$ cat src/smcr_pkg.sv
package smcr_pkg;
	// Register bank geometry
	localparam int BANKS = 6;
	localparam int CARDS = 7;
	localparam logic [31:0] BASE_ADDR = 32'h8000_2000;
	localparam logic [7:0] BANK_OFF [BANKS] = '{8'h00, 8'h04, 8'h08, 8'h0c, 8'h18, 8'h1c};
	localparam logic [7:0] CARD_OFF [CARDS] = '{8'h20, 8'h24, 8'h28, 8'h30, 8'h34, 8'h38, 8'h40};

	// Bank configuration field positions
	localparam int MW_HI = 29;
	localparam int MW_LO = 28;
	localparam int WPERR_BIT = 25;
	localparam int BYTE_LANE_ENABLE_BIT = 10;
	localparam logic [31:0] BANK_WR_MASK = 32'h3c00_ffef;
	localparam logic [31:0] BANK_RESV_MASK = 32'hc1ff_0010;
	localparam logic [31:0] BANK_RESET = 32'h0000_fbe0;

	// Memory width codes
	localparam logic [1:0] MW_8BIT = 2'h0;
	localparam logic [1:0] MW_16BIT = 2'h1;
	localparam logic [1:0] MW_32BIT = 2'h2;
	localparam logic [1:0] MW_RESET = MW_8BIT;

	localparam logic [31:0] CARD_RESET = 32'h0000_0000;
endpackage : smcr_pkg

$ cat src/smcr_bank_if.sv
`timescale 1ns/1ns
interface smcr_bank_if;
	logic wrEn;
	logic [31:0] wrData;
	logic strapLoad;
	logic [1:0] strapWidth;
	logic wpErrSet;
	logic [31:0] value;

	modport ctrl (
		output wrEn,
		output wrData,
		output strapLoad,
		output strapWidth,
		output wpErrSet,
		input value
	);
	modport bank (
		input wrEn,
		input wrData,
		input strapLoad,
		input strapWidth,
		input wpErrSet,
		output value
	);
endinterface : smcr_bank_if

$ cat src/smcr_bank_reg.sv
`timescale 1ns/1ns
module smcr_bank_reg #(
	parameter logic BYTE_LANE_ENABLE_RESET = 1'b0
) (
	// Clock and reset
	input wire logic clk,
	input wire logic resetn,
	// Register access
	smcr_bank_if.bank bus
);
	logic [31:0] val_q;
	logic [31:0] val_d;
	logic [31:0] wpErrBits;
	logic [31:0] written;
	logic [31:0] kept;

	// Error flag set wins over the clear caused by any write
	assign wpErrBits = {31'h0000_0000, bus.wpErrSet} << smcr_pkg::WPERR_BIT;
	// Reserved bits never stored
	assign written = bus.wrData & smcr_pkg::BANK_WR_MASK; // RQ5
	assign kept = bus.strapLoad
		? {val_q[31:smcr_pkg::MW_HI+1], bus.strapWidth, val_q[smcr_pkg::MW_LO-1:0]} // RQ8
		: val_q;
	assign val_d = (bus.wrEn ? written : kept) | wpErrBits; // RQ6
	assign bus.value = val_q; // RQ10

	always_ff @(posedge clk) begin
		if (!resetn) begin
			val_q <= smcr_pkg::BANK_RESET | ({31'h0000_0000, BYTE_LANE_ENABLE_RESET} << smcr_pkg::BYTE_LANE_ENABLE_BIT); // RQ11
		end else begin
			val_q <= val_d;
		end
	end

	a_reserved_read_zero: assert property (@(posedge clk) disable iff (!resetn) // RQ5
		(bus.value & smcr_pkg::BANK_RESV_MASK) == 32'h0000_0000)
		else $error("reserved bank bits not zero");

	a_wperr_set_wins: assert property (@(posedge clk) disable iff (!resetn)
		bus.wpErrSet |=> bus.value[smcr_pkg::WPERR_BIT])
		else $error("write protect error flag lost");

	a_width_write_held: assert property (@(posedge clk) disable iff (!resetn) // RQ6
		bus.wrEn && !bus.strapLoad |=>
		bus.value[smcr_pkg::MW_HI:smcr_pkg::MW_LO] == $past(bus.wrData[smcr_pkg::MW_HI:smcr_pkg::MW_LO]))
		else $error("memory width write not taken");
endmodule : smcr_bank_reg

$ cat src/smcr_regs.sv
`timescale 1ns/1ns
// What this block does
// RQ1: Registers decode at offsets added to a fixed base address.
// RQ2: Bank 0-3 configs at 0x00-0x0c, banks 6 and 7 at 0x18, 0x1c.
// RQ3: Card 1 at 0x20-0x28, card 2 at 0x30-0x38, slot control 0x40.
// RQ4: Each bank config drives exactly its own chip select.
// RQ5: Bank config bits 31:30 read zero and keep no written value.
// RQ6: Width field 29:28 codes 00, 01, 10 give 8, 16, 32 bits.
// RQ7: Software never writes width code 11; result is unpredictable.
// RQ8: Select pin low after reset loads bank 0 width from the straps.
// RQ9: Board keeps one strap low when booting from chip select 0.
// RQ10: Width field reads back the value in force, strap value included.
// RQ11: Byte lane enable resets to one in bank 0, zero elsewhere.
// RQ12: Unmapped offsets read zero and writes there change nothing.
module smcr_regs #(
	parameter logic [31:0] BASE = smcr_pkg::BASE_ADDR
) (
	// Clock and reset
	input wire logic clk,
	input wire logic resetn,
	// APB slave
	input wire logic psel,
	input wire logic penable,
	input wire logic pwrite,
	input wire logic [31:0] paddr,
	input wire logic [31:0] pwdata,
	output logic [31:0] prdata,
	output logic pready,
	// Boot width straps
	input wire logic bootWidthSelectPinN,
	input wire logic bootWidthStrapHi,
	input wire logic bootWidthStrapLo,
	// Write protect events, one per bank in order 0,1,2,3,6,7
	input wire logic [smcr_pkg::BANKS-1:0] wpErrEvent,
	// Chip select configuration, one word per bank in order 0,1,2,3,6,7
	output logic [smcr_pkg::BANKS*32-1:0] bankConfig,
	// Card slot configuration
	output logic [31:0] card1AttributeTiming,
	output logic [31:0] card1CommonTiming,
	output logic [31:0] card1IoTiming,
	output logic [31:0] card2AttributeTiming,
	output logic [31:0] card2CommonTiming,
	output logic [31:0] card2IoTiming,
	output logic [31:0] cardSlotControl
);
	localparam int BANKS = smcr_pkg::BANKS;
	localparam int CARDS = smcr_pkg::CARDS;

	// Matches a full bus address against a register offset in this block
	function automatic logic addrHits(input logic [31:0] addr, input logic [7:0] off);
		addrHits = (addr[31:8] == BASE[31:8]) && (addr[7:0] == off);
	endfunction : addrHits

	logic pready_q;
	logic [31:0] prdata_q;
	logic strapDone_q;
	logic [31:0] card_q [CARDS];
	logic [31:0] bankValue [BANKS];
	logic [BANKS-1:0] bankHit;
	logic [CARDS-1:0] cardHit;
	logic setupPhase;
	logic commit;
	logic anyHit;
	logic strapLoad;
	logic [31:0] readData;

	smcr_bank_if bankBus [BANKS] ();

	assign setupPhase = psel && !penable;
	// Write takes effect at the access edge where pready is seen high
	assign commit = psel && penable && pready_q && pwrite;
	assign anyHit = (|bankHit) || (|cardHit);
	// Strap capture on the first clock after reset release
	assign strapLoad = resetn && !strapDone_q && !bootWidthSelectPinN; // RQ8

	genvar g;
	generate
		for (g = 0; g < BANKS; g++) begin : gBank
			assign bankHit[g] = addrHits(paddr, smcr_pkg::BANK_OFF[g]); // RQ1 RQ2
			assign bankBus[g].wrEn = commit && bankHit[g];
			assign bankBus[g].wrData = pwdata;
			assign bankBus[g].strapLoad = (g == 0) ? strapLoad : 1'b0; // RQ8
			assign bankBus[g].strapWidth = {bootWidthStrapHi, bootWidthStrapLo};
			assign bankBus[g].wpErrSet = wpErrEvent[g];
			assign bankValue[g] = bankBus[g].value;
			// Each bank drives only its own chip select word
			assign bankConfig[g*32 +: 32] = bankBus[g].value; // RQ4

			smcr_bank_reg #(
				.BYTE_LANE_ENABLE_RESET(g == 0) // RQ11
			) uBank (
				.clk(clk),
				.resetn(resetn),
				.bus(bankBus[g])
			);
		end
		for (g = 0; g < CARDS; g++) begin : gCard
			assign cardHit[g] = addrHits(paddr, smcr_pkg::CARD_OFF[g]); // RQ1 RQ3
		end
	endgenerate

	// Card words live in one process so the array has a single driver
	always_ff @(posedge clk) begin
		for (int i = 0; i < CARDS; i++) begin
			if (!resetn) begin
				card_q[i] <= smcr_pkg::CARD_RESET;
			end else if (commit && cardHit[i]) begin
				card_q[i] <= pwdata;
			end
		end
	end

	// Read mux; unmapped offsets fall through to zero
	always_comb begin
		readData = 32'h0000_0000; // RQ12
		for (int i = 0; i < BANKS; i++) begin
			readData = readData | (bankHit[i] ? bankValue[i] : 32'h0000_0000);
		end
		for (int i = 0; i < CARDS; i++) begin
			readData = readData | (cardHit[i] ? card_q[i] : 32'h0000_0000);
		end
	end

	// One-cycle access phase: answer is prepared during setup
	always_ff @(posedge clk) begin
		if (!resetn) begin
			pready_q <= 1'b0;
			prdata_q <= 32'h0000_0000;
		end else begin
			pready_q <= setupPhase;
			prdata_q <= (setupPhase && !pwrite) ? readData : 32'h0000_0000;
		end
	end

	always_ff @(posedge clk) begin
		if (!resetn) begin
			strapDone_q <= 1'b0;
		end else begin
			strapDone_q <= 1'b1;
		end
	end

	assign prdata = prdata_q;
	assign pready = pready_q;
	assign card1AttributeTiming = card_q[0];
	assign card1CommonTiming = card_q[1];
	assign card1IoTiming = card_q[2];
	assign card2AttributeTiming = card_q[3];
	assign card2CommonTiming = card_q[4];
	assign card2IoTiming = card_q[5];
	assign cardSlotControl = card_q[6];

	a_pready_one_cycle: assert property (@(posedge clk) disable iff (!resetn)
		setupPhase |=> pready ##1 !pready || (psel && !penable))
		else $error("pready not a single access cycle");

	a_unmapped_read_zero: assert property (@(posedge clk) disable iff (!resetn) // RQ12
		setupPhase && !pwrite && !anyHit |=> prdata == 32'h0000_0000)
		else $error("unmapped read not zero");

	a_unmapped_write_none: assert property (@(posedge clk) disable iff (!resetn) // RQ12
		commit && !anyHit |=> $stable(card_q[6]) && $stable(bankConfig[31:0]))
		else $error("unmapped write changed a register");

	a_byte_lane_enable_reset_value: assert property (@(posedge clk) // RQ11
		!resetn |=> bankConfig[smcr_pkg::BYTE_LANE_ENABLE_BIT] && !bankConfig[32+smcr_pkg::BYTE_LANE_ENABLE_BIT]
		&& !bankConfig[4*32+smcr_pkg::BYTE_LANE_ENABLE_BIT])
		else $error("byte lane enable reset value wrong");

	a_strap_capture: assert property (@(posedge clk) disable iff (!resetn) // RQ8
		strapLoad |=> bankConfig[smcr_pkg::MW_HI:smcr_pkg::MW_LO]
		== $past({bootWidthStrapHi, bootWidthStrapLo}))
		else $error("boot width not captured into bank 0");

	a_bank6_offset: assert property (@(posedge clk) disable iff (!resetn) // RQ2
		commit && paddr == (BASE | 32'h0000_0018) |=>
		bankConfig[4*32+3:4*32] == $past(pwdata[3:0]))
		else $error("bank 6 write at its offset not taken");

	a_slot_ctrl_write: assert property (@(posedge clk) disable iff (!resetn) // RQ3
		commit && paddr == (BASE | 32'h0000_0040) |=> cardSlotControl == $past(pwdata))
		else $error("card slot control write not taken");

	a_bank_read_back: assert property (@(posedge clk) disable iff (!resetn) // RQ10
		setupPhase && !pwrite && bankHit[0] |=> prdata == $past(bankConfig[31:0]))
		else $error("bank 0 read does not return its value");

	a_idle_no_ready: assert property (@(posedge clk) disable iff (!resetn)
		!setupPhase |=> !pready)
		else $error("pready without a setup cycle");

	a_access_ready: assert property (@(posedge clk) disable iff (!resetn)
		setupPhase |=> pready)
		else $error("pready missing after setup");

	a_write_prdata_zero: assert property (@(posedge clk) disable iff (!resetn)
		setupPhase && pwrite |=> prdata == 32'h0000_0000)
		else $error("read data shown during a write");

	a_idle_prdata_zero: assert property (@(posedge clk) disable iff (!resetn)
		!setupPhase |=> prdata == 32'h0000_0000)
		else $error("read data shown outside an access");

	a_card_reset_zero: assert property (@(posedge clk)
		!resetn |=> {card1AttributeTiming, card1CommonTiming, card1IoTiming} == 96'h0
		&& {card2AttributeTiming, card2CommonTiming, card2IoTiming, cardSlotControl} == 128'h0)
		else $error("card register reset value wrong");

	a_bank_reset_value: assert property (@(posedge clk) // RQ11
		!resetn |=> bankConfig[63:32] == smcr_pkg::BANK_RESET)
		else $error("bank 1 reset value wrong");

	a_card1_attr_write: assert property (@(posedge clk) disable iff (!resetn) // RQ3
		commit && paddr == (BASE | 32'h0000_0020) |=> card1AttributeTiming == $past(pwdata))
		else $error("card 1 attribute write not taken");

	a_card1_com_write: assert property (@(posedge clk) disable iff (!resetn) // RQ3
		commit && paddr == (BASE | 32'h0000_0024) |=> card1CommonTiming == $past(pwdata))
		else $error("card 1 common write not taken");

	a_card1_io_write: assert property (@(posedge clk) disable iff (!resetn) // RQ3
		commit && paddr == (BASE | 32'h0000_0028) |=> card1IoTiming == $past(pwdata))
		else $error("card 1 io write not taken");

	a_card2_attr_write: assert property (@(posedge clk) disable iff (!resetn) // RQ3
		commit && paddr == (BASE | 32'h0000_0030) |=> card2AttributeTiming == $past(pwdata))
		else $error("card 2 attribute write not taken");

	a_card2_com_write: assert property (@(posedge clk) disable iff (!resetn) // RQ3
		commit && paddr == (BASE | 32'h0000_0034) |=> card2CommonTiming == $past(pwdata))
		else $error("card 2 common write not taken");

	a_card2_io_write: assert property (@(posedge clk) disable iff (!resetn) // RQ3
		commit && paddr == (BASE | 32'h0000_0038) |=> card2IoTiming == $past(pwdata))
		else $error("card 2 io write not taken");

	a_bank0_write: assert property (@(posedge clk) disable iff (!resetn) // RQ2
		commit && paddr == BASE |=>
		bankConfig[15:5] == $past(pwdata[15:5]) && bankConfig[3:0] == $past(pwdata[3:0]))
		else $error("bank 0 write at its offset not taken");

	a_bank1_write: assert property (@(posedge clk) disable iff (!resetn) // RQ2
		commit && paddr == (BASE | 32'h0000_0004) |=> bankConfig[35:32] == $past(pwdata[3:0]))
		else $error("bank 1 write at its offset not taken");

	a_bank2_write: assert property (@(posedge clk) disable iff (!resetn) // RQ2
		commit && paddr == (BASE | 32'h0000_0008) |=> bankConfig[67:64] == $past(pwdata[3:0]))
		else $error("bank 2 write at its offset not taken");

	a_bank3_write: assert property (@(posedge clk) disable iff (!resetn) // RQ2
		commit && paddr == (BASE | 32'h0000_000c) |=> bankConfig[99:96] == $past(pwdata[3:0]))
		else $error("bank 3 write at its offset not taken");

	a_bank7_write: assert property (@(posedge clk) disable iff (!resetn) // RQ2
		commit && paddr == (BASE | 32'h0000_001c) |=> bankConfig[163:160] == $past(pwdata[3:0]))
		else $error("bank 7 write at its offset not taken");

	a_slot_read_back: assert property (@(posedge clk) disable iff (!resetn) // RQ3
		setupPhase && !pwrite && cardHit[6] |=> prdata == $past(cardSlotControl))
		else $error("slot control read does not return its value");

	a_bank6_read_back: assert property (@(posedge clk) disable iff (!resetn) // RQ4
		setupPhase && !pwrite && bankHit[4] |=> prdata == $past(bankConfig[159:128]))
		else $error("bank 6 read does not return its value");

	a_foreign_base_none: assert property (@(posedge clk) disable iff (!resetn) // RQ1
		commit && paddr[31:8] != BASE[31:8] |=> $stable(bankConfig) && $stable(cardSlotControl))
		else $error("write outside the block changed a register");

	a_card_gap_none: assert property (@(posedge clk) disable iff (!resetn) // RQ12
		commit && paddr == (BASE | 32'h0000_002c) |=>
		$stable(card1IoTiming) && $stable(card2AttributeTiming))
		else $error("write to a reserved gap changed a card register");

	a_gap_read_zero: assert property (@(posedge clk) disable iff (!resetn) // RQ12
		setupPhase && !pwrite && paddr == (BASE | 32'h0000_0010) |=> prdata == 32'h0000_0000)
		else $error("reserved bank gap read not zero");
endmodule : smcr_regs

$ cat config.mk
export PLATFORM = sky130hd
export DESIGN_NAME = smcr_regs
export DESIGN_NICKNAME = d
export VERILOG_FILES = /design/src/smcr_pkg.sv /design/src/smcr_bank_if.sv /design/src/smcr_bank_reg.sv /design/src/smcr_regs.sv
export SDC_FILE = /design/constraint.sdc
export NUM_CORES = 1
export LEC_CHECK = 0
export BUFFER_PORTS_ARGS = -buffer_cell sky130_fd_sc_hd__clkbuf_2
export CORE_AREA = 2 2 206 208
export DETAILED_ROUTE_END_ITERATION = 10
export DIE_AREA = 0 0 208 210
export PLACE_DENSITY_LB_ADDON = 0.15
export SKIP_CTS_REPAIR_TIMING = 1
export SYNTH_ARGS = -nofsm -noshare
export SYNTH_HDL_FRONTEND = slang
export SYNTH_HIERARCHICAL = 1
export SYNTH_SLANG_ARGS = --single-unit
$ cat constraint.sdc
create_clock -name clk -period 4.85 [get_ports clk]
set_input_delay 0.485 -clock clk [delete_from_list [all_inputs] [get_ports clk]]
set_output_delay 0.485 -clock clk [all_outputs]
set_load 0.01 [all_outputs]
==> results of run 1 <==
-- routing by layer --
layer	GRT usage (%)	vias to the layer above	wire [um]
li1	-	5908	-
met1	40.74	6938	28690
met2	52.64	783	34410
met3	6.526	123	5804
met4	10.86	0	2200
met5	0	-	0
-- state kept, by name (all words and copies together), names as in the netlist --
register,count
card_q,224
prdata,32
pready,1
gBank.uBank/bus.value,120
strapDone_q,1
-- power by group --
group	internal, W	total (W)	switching (W)
sequential	0.00345	0.00350	0.0000462
clock	0.00175	0.00311	0.00135
combinational	0.000102	0.000367	0.000265
-- per-stage QoR --
step	power [W]	cells
after floorplan	0.003741	1468
after global placement	0.003918	2313
after detailed placement	0.003920	2313
after CTS	0.006985	2393
after global routing	0.007142	2393
final	0.006970	2394
-- area by class of cell --
class	instances	area share [%]
diodes	1	0.01201
clock buffers	64	5.881
clock inverters	16	0.4325
inverters	3	0.05406
multi-input cells	909	31.28
flip-flops and latches	378	47.10
well taps	539	3.238
repair buffers	484	12.00
-- worst max path at each step --
stage | to | cells after the start
3_3_place_gp | card_q[2][7]$_SDFFCE_PN0P_ | 6
6_report | prdata[15]$_SDFF_PN0_ | 8
5_1_grt | prdata[15]$_SDFF_PN0_ | 8
4_1_cts | prdata[15]$_SDFF_PN0_ | 8
2_1_floorplan | card_q[1][0]$_SDFFCE_PN0P_ | 7
3_5_place_dp | prdata[19]$_SDFF_PN0_ | 8
-- logic make-up after synthesis --
| family | after synthesis | synth area share, % |
|---|---|---|
| flip-flops | 378 | 57.40 |
| other | 7 | 0.1538 |
| AND/OR/NAND/NOR | 435 | 15.29 |
| AO/OA/AOI/OAI | 278 | 13.27 |
| buffers and inverters | 181 | 7.124 |
| multiplexers | 114 | 6.765 |
-- synthesized netlist by cell type (4+ instances only) --
cell type | n | area share [%]
a211oi_1 | 13 | 0.57
a221oi_1 | 49 | 2.5
a222oi_1 | 33 | 1.9
a22o_1 | 73 | 3.7
a22oi_1 | 32 | 1.4
a31oi_1 | 32 | 1.2
and2_1 | 232 | 8.5
and2b_2 | 6 | 0.31
and3_1 | 4 | 0.15
and4_1 | 9 | 0.46
buf_12 | 6 | 0.70
buf_2 | 31 | 0.91
buf_4 | 84 | 3.7
buf_6 | 10 | 0.66
clkbuf_1 | 39 | 0.86
clkbuf_2 | 6 | 0.18
conb_1 | 7 | 0.15
dfxtp_1 | 154 | 18
edfxtp_1 | 224 | 39
mux2_2 | 12 | 0.79
mux2i_1 | 102 | 6.0
nand2_1 | 82 | 1.8
nand4_1 | 4 | 0.15
nor2_1 | 18 | 0.40
nor2b_1 | 41 | 1.5
nor4b_1 | 5 | 0.26
o211a_1 | 12 | 0.70
o21a_1 | 6 | 0.26
o21ai_0 | 20 | 0.59
or2b_1 | 12 | 0.53
==> metrics, run 1 <==
outcome=complete, no violations; commonest non-fill, non-tap cell in the layout=clkbuf_2; most frequent cells in the layout=453 x clkbuf_2, 224 x and2_1, 224 x edfxtp_1, 154 x dfxtp_1, 102 x mux2i_1; clock transition at the registers of the reported paths=0.06 ns; syn_area_per_cell=12.27 um2; Critical Path Source Type=input port; Final Net Count=1897; # setup viols final=0; register area share after synthesis=57.40%; pin count of the biggest net entering global routing=76; worst clock skew=0.02303 ns; Placer Congestion=0.8389; crit path capture type=flop; critical setup path kind=in -> reg; Via density=5.744; Worst Slack Setup Final=1.738 ns; max cap viols=0; share of post-route cells with drive strength above 1=32.90%; max-slew violation count=0; core area=41480 um2; Clk Latency, worst-skew pair=0.58 ns; Die Span Y=210 um; TritonCTS clock tree=yes; worst flop-to-flop path startpoint=pready$_SDFF_PN0_; Tcrit/Tclk final=64.16%; DR pass1 iterations=6; Crit path largest cell delay=0.93 ns; Leak=8.420 nW; Finished Core Util=50.22%; Port-buffer cells=454; footprint of the multi-input gates=6516 um2; Crit Reg-Reg Endpoint=card_q[5][16]$_SDFFCE_PN0P_; relative max-transition margin=18.86%; Post-synth EDFFs=224; dpl ws=1.218 ns; DR DRC count=0; Syn. warnings=6; HPWL Detailed=45490 um; crit path cell chain=clkbuf_2, nor4b_2, and2_2, buf_4, and3_1, buf_4, a22oi_1, a31oi_1; Min-Delay Path Class=in -> reg; Worst Path Required=5.31 ns; slowest cell on the critical path=nor4b_2; Post-DRT Antenna Nets=0; wire length per cell=29.70 um; Arr. time, crit path=3.58 ns; WL final=71100 um; Synth Cell Area=17090 um2; CP max FO=12; Max clock buf depth=3; initial DRC count=1372; RSZ-0062 raised after global routing=no; register area=9809 um2; most common flop cell mapped by yosys=edfxtp_1; initial antenna violation count=1; GRT Total Usage=31.49%; initial core utilization=41.20%; Site Rows=75; Worst-Margin Slew=1.214 ns; CP bufs+invs=3; root buffer cell=clkbuf_16; min cycle time layout=3.112 ns; R2R depth=6; Final Cell Area=20830 um2; FILL cells=3819; WHS Endpoint=pready$_SDFF_PN0_; reg-to-reg slack, setup=1.94 ns; setup TNS=0 ns; htree depth=2; hold depth=2; first-pass GRT wire length=99060 um; most frequent CP cell=buf_4; fmax=0.3214 GHz; peak supply drop=219.3 uV; register bit total from synthesis=378; placed cell areas=19510 um2; Hold Slack=0.1018 ns; Cells after Synth=1393; number of global-route vias before repair=13417; asr flop ratio synth=0%; CTS sink count=378; Remaining Overflow, GRT=0; beginning of the critical path=paddr[1]; hold_sp=penable; Ports=527; post-synth cell types=52; area delta synth->final=21.88%; CTS Buf Count=43; die area=43680 um2; CP top delay family=simple AND/OR/NAND/NOR gates; Fin. Hold Viols=0; pwr/cell area=334.6 nW/um2; Die Width=208 um; routed vias=13752
Note: power is estimated with default switching activity, not from simulation.
==> run 2, diff against run 1 <==
--- a/config.mk
+++ b/config.mk
@@ -5,10 +5,11 @@
 export SDC_FILE = /design/constraint.sdc
 export NUM_CORES = 1
 export LEC_CHECK = 0
+export ABC_AREA = 1
 export BUFFER_PORTS_ARGS = -buffer_cell sky130_fd_sc_hd__clkbuf_2
-export CORE_AREA = 2 2 206 208
+export CORE_AREA = 2 2 204 206
 export DETAILED_ROUTE_END_ITERATION = 10
-export DIE_AREA = 0 0 208 210
+export DIE_AREA = 0 0 206 208
 export PLACE_DENSITY_LB_ADDON = 0.15
 export SKIP_CTS_REPAIR_TIMING = 1
 export SYNTH_ARGS = -nofsm -noshare
==> constraint.sdc (replaced) <==
create_clock -name clk -period 2.5 [get_ports clk]
set_input_delay 0.25 -clock clk [delete_from_list [all_inputs] [get_ports clk]]
set_output_delay 0.25 -clock clk [all_outputs]
set_load 0.01 [all_outputs]
==> run 2 against run 1 <==
Clock-buffer cell count unchanged; sequential share of layout area decreased by 3.6 points; die area decreased by 1.9%; utilization increased by 5.4 points; highest routed layer is now met5; non-clock buffer count increased by 63; wire length increased by 7.5%; critical path type is now reg -> reg; clock power increased by 98%; worst hold slack got worse by 0.074 ns; design area increased by 8.2%; largest cell class unchanged; largest power group unchanged; synthesized cell count increased by 62%; synthesized area increased by 6.7%.
==> metrics, run 2 <==
routed vias=17774 (+29%); Site Rows=74 (-1.3%); Die Width=206 um (-0.96%); Worst Path Required=2.78 ns (-2.53 ns); Min-Delay Path Class=in -> reg; share of post-route cells with drive strength above 1=23.36% (-9.5 points); Die Span Y=208 um (-0.95%); met2 routed WL=34860 um (+1.3%); asr flop ratio synth=0% (unchanged); DR DRC count=0 (unchanged); max reg flops=224 (unchanged); Worst-Margin Slew=0.6240 ns (-0.5903 ns); worst clock skew=0.02442 ns (+0.001387 ns); relative max-transition margin=58.30% (+39 points); most numerous cell in the Yosys netlist=nor2_1; Yosys top cell area share=36.88% (-2.5 points); htree depth=2 (unchanged); Leak=11.27 nW (+34%); DR pass1 iterations=6 (unchanged); syn_area_per_cell=8.074 um2 (-34%); Synth Cell Area=18240 um2 (+6.7%); Port-buffer cells=454 (unchanged); most common flop cell mapped by yosys=edfxtp_1; outcome=complete, no violations; HPWL Detailed=55130 um (+21%); post-synth top area cell=edfxtp_1; CTS sink count=378 (unchanged); register bit total from synthesis=378 (unchanged); TritonCTS clock tree=yes; crit path capture type=flop; register share of total power=49.5% (-0.6 points); GRT Total Usage=34.84% (+3.4 points); Post-DRT Antenna Nets=0 (unchanged); number of global-route vias before repair=16385 (+22%); Remaining Overflow, GRT=0 (unchanged); max-slew violation count=0 (unchanged); Syn. warnings=6 (unchanged); die area=42850 um2 (-1.9%); root buffer cell=clkbuf_16; fmax=0.5097 GHz; # setup viols final=0 (unchanged); Cells after Synth=2259 (+62%); Sw Share=24.57% (+0.67 points); Hold Slack=0.02780 ns (-0.07399 ns); WL final=76420 um (+7.5%); Critical Path Source Type=flop; Via density=5.424 (-5.6%); RSZ-0062 raised after global routing=no; pwr/cell area=608.1 nW/um2 (+82%); core area=40550 um2 (-2.2%); commonest non-fill, non-tap cell in the layout=nor2_1; peak supply drop=462.5 uV (+110%); dominant cells by area after synthesis=edfxtp_1 37%, dfxtp_1 17%, nand3_1 11%; Met1 Routed Length=30670 um (+6.9%); post-synth cell types=24 (-54%); Final Cell Area=22540 um2 (+8.2%); setup TNS=0 ns (unchanged); register area share after synthesis=53.78% (-3.6 points); Max clock buf depth=3 (unchanged); Clk Latency, worst-skew pair=0.59 ns (about the same); Total Power=0.01371 W (+97%); Arr. time, crit path=2.24 ns (-1.34 ns); pin count of the biggest net entering global routing=70 (-7.9%); Ports=527 (unchanged); net load switching power=0.003368 W (+100%); Pint=0.01034 W (+95%); initial antenna violation count=2 (+1); top cells by count, synth=533 x nor2_1, 431 x nand2_1, 415 x nand3_1; first-pass GRT wire length=109600 um (+11%); highest routed layer=met5; most frequent cells in the layout=528 x nor2_1, 453 x clkbuf_2, 424 x nand2_1, 414 x nand3_1, 224 x edfxtp_1; clock share of power=44.8% (+0.2 points); combinational share of power=5.7% (+0.4 points); initial core utilization=44.98% (+3.8 points); clock transition at the registers of the reported paths=0.06 ns (about the same); Tcrit/Tclk final=78.47%; wire length per cell=23.32 um (-21%); Fin. Hold Viols=0 (unchanged); Post-synth EDFFs=224 (unchanged); Final Net Count=2787 (+47%); Biggest register=card_q; placed cell areas=21110 um2 (+8.2%); Placer Congestion=0.9499 (+13%); CP max FO=14 (+2); min cycle time layout=1.962 ns; critical setup path kind=reg -> reg; initial DRC count=1980 (+44%); CTS Buf Count=44 (+2.3%); area delta synth->final=23.58%; max cap viols=0 (unchanged); met3 WL=7847 um (+35%)
==> run 2: cell types whose count changed in the layout (fill, tap and decap cells not counted), moves of 68 or more <==
| cell | before | now |
|---|---|---|
| nor2_1 | 15 | 528 |
| nand3_1 | 0 | 414 |
| nand2_1 | 81 | 424 |
| and2_1 | 224 | 0 |
| inv_1 | 3 | 123 |
| mux2i_1 | 102 | 0 |
| a22o_1 | 73 | 0 |
| nand4_1 | 4 | 72 |
==> run 2: metrics by stage <==
stage / setup slack (ns) / cells / util (%)
3_3_place_gp: 0.1531 / 3187 / 52.05
5_1_grt: 0.4188 / 3276 / 55.58
3_5_place_dp: 0.1540 / 3187 / 52.05
6_report: 0.5382 / 3277 / 55.58
2_1_floorplan: 0.1407 / 2339 / -
4_1_cts: 0.5629 / 3268 / 55.38
==> run 2: area by class of cell <==
cell class                 count  area, um2
fill                        3851      18010
tap                          532      665.6
clock buffer                  64       1237
clock inverter                17      115.1
antenna                        1      2.502
inverter                     131      491.7
timing repair buffer         547       3231
multi-input combinational   1607       6989
sequential                   378       9809
==> run 2: worst paths after layout <==
check,endpoint,from,slack [ns],cells after the start
worst max register to register,card_q[5][4]$_SDFFCE_PN0P_,pready$_SDFF_PN0_,0.54,6
worst min register to register,gBank[1].uBank/bus.value[14]$_SDFFE_PN1P_,gBank[1].uBank/bus.value[14]$_SDFFE_PN1P_,0.49,2
worst min-delay path,gBank[4].uBank/bus.value[11]$_SDFFE_PN1P_,pwdata[11],0.03,3
worst max-delay path,card_q[5][4]$_SDFFCE_PN0P_,pready$_SDFF_PN0_,0.54,6
==> run 2: kinds of logic (layout without fill, tap and decap cells) <==
kind of cell / count (synthesis) / in the layout / share of synthesized area [%]
AO/OA/AOI/OAI: 48 / 48 / 1.317
buffers and inverters: 354 / 759 / 10.24
flip-flops: 378 / 378 / 53.78
other: 7 / 88 / 0.1441
AND/OR/NAND/NOR: 1472 / 1472 / 34.52
==> run 2: critical path, stage by stage, from the launching register on <==
cell     delay (ns)
dfxtp_1        0.34
nand4_1        0.11
buf_4          0.21
inv_1          0.35
nand3_1        0.15
nand2_2        0.29
buf_12         0.20
==> run 2: power groups by stage <==
| stage | clock [W] | sequential [W] | combinational (W) |
|---|---|---|---|
| after detailed placement | 0 | 0.00691 | 0.000738 |
| final | 0.00615 | 0.00678 | 0.000776 |
| after floorplan | 0 | 0.00694 | 0.000343 |
| after CTS | 0.00620 | 0.00678 | 0.000740 |
| after global routing | 0.00645 | 0.00679 | 0.000821 |
| after global placement | 0 | 0.00691 | 0.000734 |
==> run 2: per-layer routing <==
metal	global-route usage (%)	vias to the layer above
met5	0	-
met4	14.04	2
met3	6.924	155
met2	54.58	1116
met1	47.23	8336
li1	-	8165
==> run 3, diff against run 2 <==
--- a/config.mk
+++ b/config.mk
@@ -5,11 +5,11 @@
 export SDC_FILE = /design/constraint.sdc
 export NUM_CORES = 1
 export LEC_CHECK = 0
-export ABC_AREA = 1
+export ABC_AREA = 0
 export BUFFER_PORTS_ARGS = -buffer_cell sky130_fd_sc_hd__clkbuf_2
-export CORE_AREA = 2 2 204 206
+export CORE_AREA = 2 2 208 210
 export DETAILED_ROUTE_END_ITERATION = 10
-export DIE_AREA = 0 0 206 208
+export DIE_AREA = 0 0 210 212
 export PLACE_DENSITY_LB_ADDON = 0.15
 export SKIP_CTS_REPAIR_TIMING = 1
 export SYNTH_ARGS = -nofsm -noshare
==> constraint.sdc (replaced) <==
create_clock -name clk -period 2.03 [get_ports clk]
set_input_delay 0.203 -clock clk [delete_from_list [all_inputs] [get_ports clk]]
set_output_delay 0.203 -clock clk [all_outputs]
set_load 0.01 [all_outputs]
==> run 3 against run 2 <==
Design area increased by 1.1%; via count decreased by 19%; sequential share of layout area shrank 0.48 points; combinational power increased by 25%; clock power increased by 33%; critical path type unchanged.
==> metrics, run 3 (same netlist as run 1, synthesis figures left out) <==
Max clock buf depth=3 (unchanged); Worst Path Required=2.29 ns (-0.49 ns); Final Cell Area=22800 um2 (+1.1%); Die Span Y=212 um (+1.9%); initial core utilization=40.20% (-4.8 points); routed vias=14330 (-19%); area delta synth->final=33.39%; hold depth=2 (-1); peak supply drop=551.6 uV (+19%); Remaining Overflow, GRT=0 (unchanged); number of global-route vias before repair=14041 (-14%); most frequent cells in the layout=453 x clkbuf_2, 224 x and2_1, 224 x edfxtp_1, 154 x dfxtp_1, 119 x buf_4; outcome=complete, no violations; commonest non-fill, non-tap cell in the layout=clkbuf_2; Post-DRT Antenna Nets=0 (unchanged); max-slew violation count=0 (unchanged); TritonCTS clock tree=yes; initial DRC count=1542 (-22%); Hold Slack=0.001448 ns (-0.02635 ns); HPWL Detailed=52030 um (-5.6%); first-pass GRT wire length=100800 um (-8.1%); Min-Delay Path Class=in -> reg; Placer Congestion=0.8725 (-8.1%); Tcrit/Tclk final=95.66% (+17 points); Finished Core Util=53.63% (-2.0 points); R2R depth=4 (-2); pwr/cell area=768.2 nW/um2 (+26%); max cap viols=0 (unchanged); DR pass1 iterations=8 (+2); DR DRC count=0 (unchanged); die area=44520 um2 (+3.9%); worst clock skew=0.01687 ns (-0.007548 ns); Site Rows=76 (+2.7%); initial antenna violation count=6 (+4); root buffer cell=clkbuf_16; wire length per cell=28.52 um (+22%); reg-to-reg slack, setup=0.09 ns (-0.45 ns); Fin. Hold Viols=0 (unchanged); Leak=9.466 nW (-16%); max reg flops=224 (unchanged); CP max FO=8 (-6); RSZ-0062 raised after global routing=no; clock transition at the registers of the reported paths=0.06 ns (about the same); Port-buffer cells=454 (unchanged); core area=42510 um2 (+4.8%); pin count of the biggest net entering global routing=38 (-46%); CTS sink count=378 (unchanged); Clk Latency, worst-skew pair=0.57 ns (-0.02 ns); GRT Total Usage=31.77% (-3.1 points); crit path capture type=flop; relative max-transition margin=57.06% (-1.2 points); Biggest register=card_q; CTS Buf Count=43 (-2.3%); WL final=72680 um (-4.9%); Arr. time, crit path=2.20 ns (-0.04 ns); placed cell areas=21220 um2 (+0.56%); Critical Path Source Type=flop; min cycle time layout=1.942 ns (-0.01990 ns); Die Width=210 um (+1.9%); Via density=5.624 (+3.7%); Final Net Count=2045 (-27%); htree depth=2 (unchanged); fmax=0.5150 GHz (+1.0%); critical setup path kind=reg -> reg; # setup viols final=0 (unchanged); share of post-route cells with drive strength above 1=37.80% (+14 points); Worst-Margin Slew=0.6441 ns (+0.02013 ns); Ports=527 (unchanged)
==> run 3: area by class of cell <==
class | instances | area, um2
Sequential cell | 378 | 9809
Inverter | 3 | 13.76
Clock inverter | 17 | 209.0
Antenna cell | 2 | 5.005
Clock buffer | 61 | 1267
Timing Repair Buffer | 632 | 4272
Tap cell | 546 | 683.2
Fill cell | 3810 | 19710
Multi-Input combinational cell | 909 | 6536
==> run 3: where the power goes <==
part,internal [W],total [W],switching [W]
sequential,0.00824,0.00835,0.000113
combinational,0.000321,0.000969,0.000648
clock,0.00498,0.00819,0.00322
==> run 3: path summary, 6_finish.rpt <==
path | startpoint | to
max | pready$_SDFF_PN0_ | card_q[1][22]$_SDFFCE_PN0P_
min | pwdata[25] | card_q[2][25]$_SDFFCE_PN0P_
max reg2reg | pready$_SDFF_PN0_ | card_q[1][22]$_SDFFCE_PN0P_
min reg2reg | gBank[4].uBank/bus.value[5]$_SDFFE_PN1P_ | gBank[4].uBank/bus.value[5]$_SDFFE_PN1P_
==> run 3: per-stage QoR <==
| stage | worst slack [ns] | setup TNS, ns | power (W) | std cells |
|---|---|---|---|---|
| 2_1_floorplan | -0.5871 | -103.79 | 0.008932 | 1468 |
| 3_3_place_gp | -0.2331 | -75.11 | 0.009430 | 2459 |
| 3_5_place_dp | -0.2612 | -82.29 | 0.009437 | 2459 |
| 4_1_cts | 0.1067 | 0 | 0.01756 | 2537 |
| 5_1_grt | 0.01017 | 0 | 0.01801 | 2548 |
| 6_report | 0.08809 | 0 | 0.01751 | 2548 |
==> run 3: per-layer routing <==
layer / routed length (um) / vias up / part of all wire [%] / global-route usage [%]
met5: 16 / - / 0.022 / 0
met2: 35110 / 868 / 48 / 52.98
met3: 7200 / 141 / 9.9 / 8.700
li1: - / 6212 / - / -
met1: 28060 / 7107 / 39 / 39.97
met4: 2288 / 2 / 3.1 / 10.69
==> run 3: worst max-delay path: stages (launching register included) <==
cell and delay [ns]:
dfxtp_1 0.33, nand4_1 0.25, buf_4 0.31, o31ai_4 0.43
buf_4 0.29
